==> src/verilog/lief_defines.vh <==
// Constants for the link interrupt event flag block.
// Assumes inclusion by bare name from the design file; definitions only.
`ifndef LIEF_DEFINES_VH
`define LIEF_DEFINES_VH

// ----------------------------------------
// Register byte offsets
// ----------------------------------------
`define LIEF_OFS_EVT_SET 8'h80
`define LIEF_OFS_EVT_CLR 8'h84
`define LIEF_OFS_EVT_MASK_SET 8'h88
`define LIEF_OFS_EVT_MASK_CLR 8'h8C
`define LIEF_OFS_EVT_RAW 8'h90
`define LIEF_OFS_CTRL 8'h94
`define LIEF_OFS_PHY_DATA 8'h98
`define LIEF_OFS_TIMER 8'h9C

// ----------------------------------------
// Field positions
// ----------------------------------------
`define LIEF_BIT_SOFT 29
`define LIEF_BIT_LATE_ACK 27
`define LIEF_BIT_PHY_BYTE 26
`define LIEF_BIT_OVERRUN 25
`define LIEF_BIT_FATAL 24
`define LIEF_BIT_MISMATCH 23
`define LIEF_BIT_ISO_RX 7
`define LIEF_BIT_ISO_TX 6
`define LIEF_RSVD_HI_MSB 31
`define LIEF_RSVD_HI_LSB 30
`define LIEF_BIT_RSVD_MID 28
`define LIEF_CTRL_LATE_ACK_EN 29
`define LIEF_CTRL_ROOT_EN 21
`define LIEF_PHY_LSB 16
`define LIEF_PHY_MSB 23
`define LIEF_SEC_LSB 25
`define LIEF_SEC_MSB 31
`define LIEF_TICK_LSB 12
`define LIEF_TICK_MSB 24

// ----------------------------------------
// Masks and reset values
// ----------------------------------------
// Latched flags: 29, 27..23
`define LIEF_LATCH_MASK 32'h2F80_0000
`define LIEF_ZERO32 32'h0000_0000
`define LIEF_RESP_OKAY 2'h0
`define LIEF_RESP_SLVERR 2'h2

// ----------------------------------------
// Timing
// ----------------------------------------
`define LIEF_OVERRUN_NS 125000
`define LIEF_CLK_NS 50

`endif

==> src/verilog/lief_event_flags.v <==
// Interrupt event flag register of a serial-bus link layer, AXI4-Lite slave.
// Assumes event sources are synchronous to aclk; cycle markers are one-cycle
// pulses; software reaches registers over AXI4-Lite with one access at a time.
//
// Implementation choice: the AXI4-Lite slave port.
`timescale 1ns/1ns
`include "lief_defines.vh"

module lief_event_flags #(
  parameter OVERRUN_CYCLES = `LIEF_OVERRUN_NS / `LIEF_CLK_NS,
  parameter CTX_COUNT = 4
) (
  input wire aclk,
  input wire aresetn,
  input wire [7:0] s_axi_awaddr,
  input wire s_axi_awvalid,
  output reg s_axi_awready,
  input wire [31:0] s_axi_wdata,
  input wire [3:0] s_axi_wstrb,
  input wire s_axi_wvalid,
  output reg s_axi_wready,
  output reg [1:0] s_axi_bresp,
  output reg s_axi_bvalid,
  input wire s_axi_bready,
  input wire [7:0] s_axi_araddr,
  input wire s_axi_arvalid,
  output reg s_axi_arready,
  output reg [31:0] s_axi_rdata,
  output reg [1:0] s_axi_rresp,
  output reg s_axi_rvalid,
  input wire s_axi_rready,
  input wire rx_fifo_pending,
  input wire phys_resp_busy,
  input wire ack_tardy_sent,
  input wire phy_reg_byte_arrived,
  input wire [7:0] phy_reg_byte,
  input wire cycle_start_tx,
  input wire subaction_gap_end,
  input wire cycle_start_rx,
  input wire [6:0] rx_timer_second_field,
  input wire [12:0] rx_timer_tick_field,
  input wire [CTX_COUNT-1:0] ctx_dead,
  input wire [CTX_COUNT-1:0] ctx_event,
  input wire iso_rx_pending,
  input wire iso_tx_pending,
  output reg irq,
  output reg root_timing_enable,
  output reg late_ack_report_enable,
  output reg [CTX_COUNT-1:0] ctx_event_flag
);

  // ----------------------------------------
  // State
  // ----------------------------------------
  reg [31:0] flags_r;
  reg [31:0] mask_r;
  reg [7:0] phy_byte_r;
  reg [6:0] timer_second_field_r;
  reg [12:0] timer_tick_field_r;
  reg [CTX_COUNT-1:0] fatal_ctx_r;
  reg [31:0] src_prev_r;
  reg overrun_run_r;
  reg [31:0] overrun_cnt_r;
  reg [7:0] awaddr_r;
  reg [31:0] wdata_r;
  reg [3:0] wstrb_r;
  reg aw_held_r;
  reg w_held_r;

  // ----------------------------------------
  // Byte-lane write data
  // ----------------------------------------
  // Strobed-off bytes become zeros, which neither set nor clear a flag
  wire [31:0] strb_mask = {{8{wstrb_r[3]}}, {8{wstrb_r[2]}}, {8{wstrb_r[1]}}, {8{wstrb_r[0]}}};
  wire [31:0] wbits = wdata_r & strb_mask;
  wire do_write = aw_held_r && w_held_r && !s_axi_bvalid;
  wire wr_set = do_write && (awaddr_r == `LIEF_OFS_EVT_SET);
  wire wr_clr = do_write && (awaddr_r == `LIEF_OFS_EVT_CLR);

  // ----------------------------------------
  // Channel handshakes
  // ----------------------------------------
  wire aw_take = s_axi_awvalid && s_axi_awready;
  wire w_take = s_axi_wvalid && s_axi_wready;
  wire ar_take = s_axi_arvalid && s_axi_arready;
  wire b_take = s_axi_bvalid && s_axi_bready;
  wire r_take = s_axi_rvalid && s_axi_rready;

  // ----------------------------------------
  // Hardware event sources
  // ----------------------------------------
  wire late_ack_cond = rx_fifo_pending | phys_resp_busy | ack_tardy_sent;
  wire overrun_hit = overrun_run_r && root_timing_enable &&
    (overrun_cnt_r >= OVERRUN_CYCLES) && !subaction_gap_end;
  wire mismatch = cycle_start_rx && ((rx_timer_second_field != timer_second_field_r) ||
    (rx_timer_tick_field != timer_tick_field_r));
  reg [31:0] src_now;
  always @* begin
    src_now = `LIEF_ZERO32;
    src_now[`LIEF_BIT_LATE_ACK] = late_ack_report_enable & late_ack_cond;
    src_now[`LIEF_BIT_PHY_BYTE] = phy_reg_byte_arrived;
    src_now[`LIEF_BIT_OVERRUN] = overrun_hit;
    src_now[`LIEF_BIT_FATAL] = |ctx_dead;
    src_now[`LIEF_BIT_MISMATCH] = mismatch;
  end
  // Asserting edges only; a level that stays high does not re-set a cleared flag
  wire [31:0] src_edge = src_now & ~src_prev_r;

  // ----------------------------------------
  // Flag update: set wins over clear so no event is lost
  // ----------------------------------------
  reg [31:0] flags_nxt;
  always @* begin
    flags_nxt = flags_r;
    if (wr_clr) begin
      flags_nxt = flags_nxt & ~(wbits & `LIEF_LATCH_MASK);
    end
    flags_nxt = flags_nxt | (src_edge & `LIEF_LATCH_MASK);
    if (wr_set) begin
      flags_nxt = flags_nxt | (wbits & `LIEF_LATCH_MASK);
    end
    flags_nxt[`LIEF_RSVD_HI_MSB:`LIEF_RSVD_HI_LSB] = 2'h0;
    flags_nxt[`LIEF_BIT_RSVD_MID] = 1'b0;
    flags_nxt[`LIEF_BIT_ISO_RX] = iso_rx_pending;
    flags_nxt[`LIEF_BIT_ISO_TX] = iso_tx_pending;
  end

  // ----------------------------------------
  // Read mux
  // ----------------------------------------
  reg [31:0] rd_val;
  reg rd_ok;
  // Unknown offsets read zero and answer with an error
  always @* begin
    rd_ok = 1'b1;
    if (s_axi_araddr == `LIEF_OFS_EVT_SET || s_axi_araddr == `LIEF_OFS_EVT_CLR) begin
      rd_val = flags_r & mask_r;
    end else if (s_axi_araddr == `LIEF_OFS_EVT_MASK_SET || s_axi_araddr == `LIEF_OFS_EVT_MASK_CLR) begin
      rd_val = mask_r;
    end else if (s_axi_araddr == `LIEF_OFS_EVT_RAW) begin
      rd_val = flags_r;
    end else if (s_axi_araddr == `LIEF_OFS_CTRL) begin
      rd_val = `LIEF_ZERO32;
      rd_val[`LIEF_CTRL_LATE_ACK_EN] = late_ack_report_enable;
      rd_val[`LIEF_CTRL_ROOT_EN] = root_timing_enable;
    end else if (s_axi_araddr == `LIEF_OFS_PHY_DATA) begin
      rd_val = `LIEF_ZERO32;
      rd_val[`LIEF_PHY_MSB:`LIEF_PHY_LSB] = phy_byte_r;
    end else if (s_axi_araddr == `LIEF_OFS_TIMER) begin
      rd_val = `LIEF_ZERO32;
      rd_val[`LIEF_SEC_MSB:`LIEF_SEC_LSB] = timer_second_field_r;
      rd_val[`LIEF_TICK_MSB:`LIEF_TICK_LSB] = timer_tick_field_r;
    end else begin
      rd_val = `LIEF_ZERO32;
      rd_ok = 1'b0;
    end
  end

  // Raw flags and PHY byte are read-only, so writes there are refused
  wire wr_known = (awaddr_r == `LIEF_OFS_EVT_SET) || (awaddr_r == `LIEF_OFS_EVT_CLR) ||
    (awaddr_r == `LIEF_OFS_EVT_MASK_SET) || (awaddr_r == `LIEF_OFS_EVT_MASK_CLR) ||
    (awaddr_r == `LIEF_OFS_CTRL) || (awaddr_r == `LIEF_OFS_TIMER);

  // ----------------------------------------
  // Write address channel
  // ----------------------------------------
  // Ready is a one-cycle pulse, so a valid that is still held is never taken twice
  always @(posedge aclk) begin
    if (!aresetn) begin
      s_axi_awready <= 1'b0;
      aw_held_r <= 1'b0;
      awaddr_r <= 8'h00;
    end else begin
      s_axi_awready <= !aw_held_r && s_axi_awvalid && !s_axi_awready;
      if (aw_take) begin
        aw_held_r <= 1'b1;
        awaddr_r <= {s_axi_awaddr[7:2], 2'b00};
      end
      if (do_write) begin
        aw_held_r <= 1'b0;
      end
    end
  end

  // ----------------------------------------
  // Write data channel
  // ----------------------------------------
  // Data may come before, with or after its address
  always @(posedge aclk) begin
    if (!aresetn) begin
      s_axi_wready <= 1'b0;
      w_held_r <= 1'b0;
      wdata_r <= `LIEF_ZERO32;
      wstrb_r <= 4'h0;
    end else begin
      s_axi_wready <= !w_held_r && s_axi_wvalid && !s_axi_wready;
      if (w_take) begin
        w_held_r <= 1'b1;
        wdata_r <= s_axi_wdata;
        wstrb_r <= s_axi_wstrb;
      end
      if (do_write) begin
        w_held_r <= 1'b0;
      end
    end
  end

  // ----------------------------------------
  // Write response channel
  // ----------------------------------------
  // The response follows both halves; a refused write changes nothing
  always @(posedge aclk) begin
    if (!aresetn) begin
      s_axi_bvalid <= 1'b0;
      s_axi_bresp <= `LIEF_RESP_OKAY;
    end else if (do_write) begin
      s_axi_bvalid <= 1'b1;
      s_axi_bresp <= wr_known ? `LIEF_RESP_OKAY : `LIEF_RESP_SLVERR;
    end else if (b_take) begin
      s_axi_bvalid <= 1'b0;
    end
  end

  // ----------------------------------------
  // Read channels
  // ----------------------------------------
  // A new address waits while read data is still offered
  always @(posedge aclk) begin
    if (!aresetn) begin
      s_axi_arready <= 1'b0;
      s_axi_rvalid <= 1'b0;
      s_axi_rresp <= `LIEF_RESP_OKAY;
      s_axi_rdata <= `LIEF_ZERO32;
    end else begin
      s_axi_arready <= s_axi_arvalid && !s_axi_arready && !s_axi_rvalid;
      if (ar_take) begin
        s_axi_rvalid <= 1'b1;
        s_axi_rdata <= rd_val;
        s_axi_rresp <= rd_ok ? `LIEF_RESP_OKAY : `LIEF_RESP_SLVERR;
      end else if (r_take) begin
        s_axi_rvalid <= 1'b0;
      end
    end
  end

  // ----------------------------------------
  // Mask, cycle timer and late-ack enable
  // ----------------------------------------
  always @(posedge aclk) begin
    if (!aresetn) begin
      mask_r <= `LIEF_ZERO32;
      timer_second_field_r <= 7'h00;
      timer_tick_field_r <= 13'h0000;
      late_ack_report_enable <= 1'b0;
    end else if (do_write) begin
      if (awaddr_r == `LIEF_OFS_EVT_MASK_SET) begin
        mask_r <= mask_r | wbits;
      end else if (awaddr_r == `LIEF_OFS_EVT_MASK_CLR) begin
        mask_r <= mask_r & ~wbits;
      end else if (awaddr_r == `LIEF_OFS_TIMER) begin
        timer_second_field_r <= wbits[`LIEF_SEC_MSB:`LIEF_SEC_LSB];
        timer_tick_field_r <= wbits[`LIEF_TICK_MSB:`LIEF_TICK_LSB];
      end else if (awaddr_r == `LIEF_OFS_CTRL) begin
        late_ack_report_enable <= wbits[`LIEF_CTRL_LATE_ACK_EN];
      end
    end
  end

  // ----------------------------------------
  // Root timing enable
  // ----------------------------------------
  // The hardware clear on overrun beats a software write in the same cycle
  always @(posedge aclk) begin
    if (!aresetn) begin
      root_timing_enable <= 1'b0;
    end else if (overrun_hit) begin
      root_timing_enable <= 1'b0;
    end else if (do_write && awaddr_r == `LIEF_OFS_CTRL) begin
      root_timing_enable <= wbits[`LIEF_CTRL_ROOT_EN];
    end
  end

  // ----------------------------------------
  // Event flags and PHY byte capture
  // ----------------------------------------
  // Edge history is kept per bit, so a source held high fires only once
  always @(posedge aclk) begin
    if (!aresetn) begin
      flags_r <= `LIEF_ZERO32;
      src_prev_r <= `LIEF_ZERO32;
      phy_byte_r <= 8'h00;
    end else begin
      flags_r <= flags_nxt;
      src_prev_r <= src_now;
      if (phy_reg_byte_arrived) begin
        phy_byte_r <= phy_reg_byte;
      end
    end
  end

  // ----------------------------------------
  // Overrun timer
  // ----------------------------------------
  // Runs from cycle start send to subaction gap end; stops if the enable drops
  always @(posedge aclk) begin
    if (!aresetn) begin
      overrun_run_r <= 1'b0;
      overrun_cnt_r <= `LIEF_ZERO32;
    end else if (cycle_start_tx && root_timing_enable) begin
      overrun_run_r <= 1'b1;
      overrun_cnt_r <= `LIEF_ZERO32;
    end else if (subaction_gap_end || overrun_hit || !root_timing_enable) begin
      overrun_run_r <= 1'b0;
    end else if (overrun_run_r) begin
      overrun_cnt_r <= overrun_cnt_r + 32'h0000_0001;
    end
  end

  // ----------------------------------------
  // Context blame and interrupt gating
  // ----------------------------------------
  // Contexts that went dead stay blamed until the fatal flag clears
  always @(posedge aclk) begin
    if (!aresetn) begin
      fatal_ctx_r <= {CTX_COUNT{1'b0}};
      ctx_event_flag <= {CTX_COUNT{1'b0}};
    end else begin
      if (!flags_nxt[`LIEF_BIT_FATAL]) begin
        fatal_ctx_r <= {CTX_COUNT{1'b0}};
      end else begin
        fatal_ctx_r <= fatal_ctx_r | ctx_dead;
      end
      ctx_event_flag <= ctx_event & ~(fatal_ctx_r | ctx_dead);
    end
  end

  // ----------------------------------------
  // Interrupt request
  // ----------------------------------------
  // Built from the next flag value so irq does not trail the flags by a cycle
  always @(posedge aclk) begin
    if (!aresetn) begin
      irq <= 1'b0;
    end else begin
      irq <= |(flags_nxt & mask_r);
    end
  end

endmodule // lief_event_flags

==> config.mk <==
export PLATFORM = sky130hd
export DESIGN_NAME = lief_event_flags
export DESIGN_NICKNAME = d
export VERILOG_FILES = /design/src/verilog/lief_event_flags.v
export VERILOG_INCLUDE_DIRS = /design/src /design/src/verilog
export SDC_FILE = /design/constraint.sdc
export NUM_CORES = 1
export LEC_CHECK = 0
export BUFFER_PORTS_ARGS = -buffer_cell sky130_fd_sc_hd__buf_4
export CAP_MARGIN = 10
export CELL_PAD_IN_SITES_DETAIL_PLACEMENT = 0
export CELL_PAD_IN_SITES_GLOBAL_PLACEMENT = 2
export CORE_ASPECT_RATIO = 1.2
export CORE_UTILIZATION = 29
export DETAILED_ROUTE_END_ITERATION = 6
export PLACE_DENSITY = 0.81
export SETUP_SLACK_MARGIN = 0.3
export SLEW_MARGIN = 0
export SYNTH_ARGS = -nofsm -noshare
export SYNTH_HDL_FRONTEND = slang
export SYNTH_SLANG_ARGS = --single-unit
==> constraint.sdc <==
create_clock -name aclk -period 2.05 [get_ports aclk]
set_input_delay 0.615 -clock aclk [delete_from_list [all_inputs] [get_ports aclk]]
set_output_delay 0.615 -clock aclk [all_outputs]
set_load 0.02 [all_outputs]
# == Yosys cells after proc, flatten, opt, wreduce, memory -nomap -nowiden ==
# Cells that the tools add are included.
# word_totals
regBits,223
in_bits,104
output_inout_bits,48
wordCells,145
# op_classes
n_addsub,1
order_cmp,1
n_eq_ne,16
mux,24
n_bitwise,23
n_reduce_logical,54
# ops
operator,count
$mux 32,8
$and 30x32->32,2
$and 32x32->32,2
$eq 8x8->1 const B,8
$mux 30,2
$not 30->30,2
$or 30x30->30,2
$eq 6x6->1 const B,6
$add 32x1->32 const B,1
$ge 32x12->1 const B,1
$not 32->32,1
$or 32x32->32,1
$reduce_or 32->1,1
$and 28x30->30,1
$and 30x30->30,1
$logic_and 1x1->1,21
$ne 13x13->1,1
$mux 1,12
$logic_or 1x1->1,10
$logic_not 1->1,9
$reduce_bool 2->1,4
$ne 7x7->1,1
$reduce_and 2->1,3
$reduce_or 2->1,3
other kinds (10),16

# == Logic depth before layout (Yosys ltp) ==
# logic_depth
depth_word,9
depth_mapped,10
ltp_nobuf,6

# == Worst setup path after synthesis ==
# No wires, ideal clock.
# synth_timing
path_type,reg2reg
from,register awaddr_r[4]
to,register irq
setup_time_ps,125
arrival_ps,2132
required_ps,1925
path_slack_ps,-207
stages_incl_launch_ff,9
n_path_buf,2
period_less_slack_ps,2257
cell_sequence,dfxtp_1 > or4b_1 > buf_2 > or3_1 > buf_2 > nor2_1 > mux2i_1 > a21boi_0 > o41a_1
# synth_between
elab_chain_cells,8
word_cells_on_any_way,10
classes_between,eq/ne: 2; mux: 2; bitwise: 3; reduce/logical: 3
# synth_lines
item,line_no,text
from (decl),lief_event_flags.v:64,reg [7:0] awaddr_r;
from (signal assigned),lief_event_flags.v:177,"awaddr_r <= {s_axi_awaddr[7:2], 2'b00};"
$eq 6x6->1 (no line),--,
$logic_and 1x1->1,lief_event_flags.v:78,wire wr_clr = do_write && (awaddr_r == `LIEF_OFS_EVT_CLR);
$mux 30,lief_event_flags.v:115,if (wr_clr) begin
$or 30x30->30,lief_event_flags.v:118,flags_nxt = flags_nxt | (src_edge & `LIEF_LATCH_MASK);
$or 30x30->30,lief_event_flags.v:120,flags_nxt = flags_nxt | (wbits & `LIEF_LATCH_MASK);
$mux 30 (*),lief_event_flags.v:119,if (wr_set) begin
$and 30x32->32 (*),lief_event_flags.v:345,irq <= |(flags_nxt & mask_r);
$reduce_or 32->1 (*),lief_event_flags.v:345,
to (signal assigned),lief_event_flags.v:345,
to (decl),lief_event_flags.v:46,"output reg irq,"
# Every way passes the cells marked *; elsewhere a longest branch is shown, timed or not.
# A chain may end at the register's enable or synchronous reset.

# == Final worst setup path ==
# layout_timing
from,register awaddr_r[6]
to,register irq
# The elaborated chain is that of the path after synthesis.

==> flow_summary.json <==
{
  "status": "finished with violations",
  "violations": "negative setup slack",
  "cp_max_fo": 4,
  "worstSetupStartpoint": "awaddr_r[6]",
  "p_leak_nw": 4.23,
  "start_util_pct": 29.5,
  "slowest_stage": "or4b_4",
  "grt_pass1_vias": 6700,
  "clock-sinks": 200,
  "fp.dieArea_sq_um": 28200,
  "ant_nets": 0,
  "post_drt_wl_per_cell_microns": 16.2,
  "ys_seq_area_share_pct": 50.2,
  "r2r-end": "irq",
  "synthTopCellsByArea": "dfxtp_1 (50%), a21oi_1 (8.4%), nand2_1 (7.9%), nor2_1 (5.6%), nand3_1 (3.5%)",
  "via_per_inst": 4.83,
  "hp-class": "primary input to register",
  "antenna_found_initial": 0,
  "grt_pass1_wl_mm": 37.5,
  "io-pin-count": 152,
  "synth_top_area_share_pct": 50.2,
  "fin_crit_sh_pct": 108,
  "cts_tree": "yes",
  "wl_met2_mm": 11.5,
  "fmax_mhz": 454,
  "startpoint_type": "register",
  "crit_arrival_ns": 2.54,
  "yosysWarningCount": 0,
  "crit_top_cell": "nand2_1",
  "setup_violations": 9,
  "std_cell_rows": 66,
  "coreArea_sq_um": 27100,
  "antenna_cells": 0,
  "synth_cell_types": 50,
  "firstDrtPassIters": 7,
  "syn_inst": 986,
  "slew_headroom_pct": 65.4,
  "drv_cap": 0,
  "rsz0062_at_grt": "yes",
  "clockBufferDepth": 2,
  "utilization_pct": 39.7,
  "grtUsageTotal_pct": 17.1,
  "async_flop_share_pct": 0,
  "p_per_area_nw_per_um2": 742,
  "numCtsBuffers": 17,
  "worstMarginPinSlew_ns": 0.517,
  "drc": 0,
  "grt_max_degree": 71,
  "slew_violations": 0,
  "rr_worst_depth": 7,
  "initialDrtViolationCount": 448,
  "finClkSkew_ns": 0.0139,
  "yosys.area.top_type": "dfxtp_1",
  "gp_congestion": 0.787,
  "synth_ff_type": "dfxtp_1",
  "synth-edff-count": 0,
  "clockRootBuffer": "clkbuf_16",
  "cts.clk_slew.worst_paths_ns": 0.09,
  "crit_path_end": "irq",
  "end_kind": "register",
  "fin_area_sq_um": 10800,
  "vias": 7237,
  "dieWidth_microns": 153,
  "fin_ws_ns": -0.155,
  "finalCriticalPeriod_ns": 2.20,
  "syn_area_sq_um": 7980,
  "drive_gt1_share_pct": 26.9,
  "synth_top_cells_by_count": "dfxtp_1 (200), nand2_1 (167), a21oi_1 (134)",
  "h-tree-depth": 4,
  "cp_cell_sequence": "or4b_4 -> buf_4 -> o41ai_1 -> o311ai_1 -> nand2_1 -> nand2_1 -> o41a_1",
  "power_w": 0.00799,
  "avgSynthCellArea_sq_um": 8.09,
  "cp.required_ns": 2.38,
  "timing_worst_setup_path_type": "register to register",
  "place_area_sq_um": 9790,
  "portBuffers": 147,
  "worstReg2RegStart": "awaddr_r[6]",
  "slowest_delay_ns": 0.58,
  "dpl.hpwl_mm": 17.4,
  "regToRegSetupSlack_ns": -0.15,
  "drt-total-wl_mm": 24.3,
  "final_nets": 1250,
  "hold_viol": 0,
  "wl_met3_microns": 759,
  "ys_seq_elements": 200,
  "ir_drop_v": 0.000637,
  "yosysMostFrequentCell": "dfxtp_1",
  "area_delta_synth_final_pct": 35.0,
  "clk_latency_ns": 0.44,
  "hold_buffers": 0,
  "wl_met1_mm": 11.8,
  "routed.top_layer": "met4",
  "overflow": 0,
  "die_y_microns": 184
}
==> per-stage QoR <==
step | hold slack (ns) | setup WS [ns] | std cells | TNS, ns
6_report | 0.394 | -0.155 | 1497 | -0.543
5_1_grt | 0.383 | -0.224 | 1497 | -1.43
4_1_cts | 0.374 | -0.133 | 1493 | -0.249
3_5_place_dp | 0.443 | -0.308 | 1460 | -1.50
3_3_place_gp | 0.437 | -0.257 | 1460 | -1.20
2_1_floorplan | 0.418 | -0.174 | 987 | -0.174
==> placed cells by master, fill, tap and decap left out, types with 10 or more instances in the layout <==
| cell type | Yosys | final |
|---|---|---|
| a21oi_1 | 134 | 116 |
| a21oi_2 | 0 | 18 |
| a22oi_1 | 12 | 12 |
| and2_1 | 13 | 12 |
| and3_1 | 34 | 34 |
| buf_4 | 2 | 194 |
| clkbuf_16 | 0 | 17 |
| dfxtp_1 | 200 | 194 |
| mux2i_1 | 16 | 16 |
| nand2_1 | 167 | 165 |
| nand3_1 | 56 | 46 |
| nand4_1 | 10 | 10 |
| nor2_1 | 120 | 111 |
| nor4_1 | 17 | 11 |
| o21ai_0 | 25 | 23 |
| xor2_1 | 29 | 29 |
==> area by class of cell <==
| class | instances | area, sq um |
|---|---|---|
| clock buffer | 17 | 425 |
| clock inverter | 15 | 191 |
| inverter | 9 | 36.3 |
| timing repair buffer | 209 | 1700 |
| multi-input combinational | 707 | 3980 |
| fill | 2838 | 16300 |
| sequential | 200 | 4010 |
| tap | 340 | 425 |
==> kinds of logic after synthesis <==
family          share of synthesized area (%)
flops                                    50.2
buf+inv                                  3.92
simple gates                             26.0
other cells                            0.0470
xor+xnor                                 3.29
compound gates                           14.1
fa+ha+maj                               0.314
mux                                      2.15
==> power breakdown <==
part | switching [W] | internal (W)
Sequential | 0.0000495 | 0.00394
Clock | 0.00178 | 0.00168
Combinational | 0.000291 | 0.000246
Total | 0.00212 | 0.00587
==> timing repair <==
item,in CTS,in global routing
setup endpoints to repair,74,78
cloned,0,2
pin swaps,12,18
hold endpoints to repair,0,0
gates resized for setup,15,66
setup buffers,1,2
==> how the worst min path moves through the flow <==
stage	start	end	slack [ns]	cells past startpoint
4_1_cts	ctx_event[0]	ctx_event_flag[0]	0.37	2
5_1_grt	ctx_event[3]	ctx_event_flag[3]	0.38	2
3_3_place_gp	fatal_ctx_r[2]	fatal_ctx_r[2]	0.44	2
6_report	ctx_event[0]	ctx_event_flag[0]	0.39	2
2_1_floorplan	fatal_ctx_r[0]	fatal_ctx_r[0]	0.42	2
3_5_place_dp	fatal_ctx_r[0]	fatal_ctx_r[0]	0.44	2
==> critical path, delay by kind of cell (launching register included) <==
family / cells / cell delay, ns
compound gates: 3 / 0.86
simple gates: 3 / 0.75
flops: 1 / 0.32
buf+inv: 1 / 0.17
==> metal layers <==
layer  up-vias  GRT usage, %
met2       121          27.9
met3        18          3.18
li1       3695             -
met5         -             0
met1      3403          23.1
met4         0          4.48
Power figures use the tool's default switching activity.
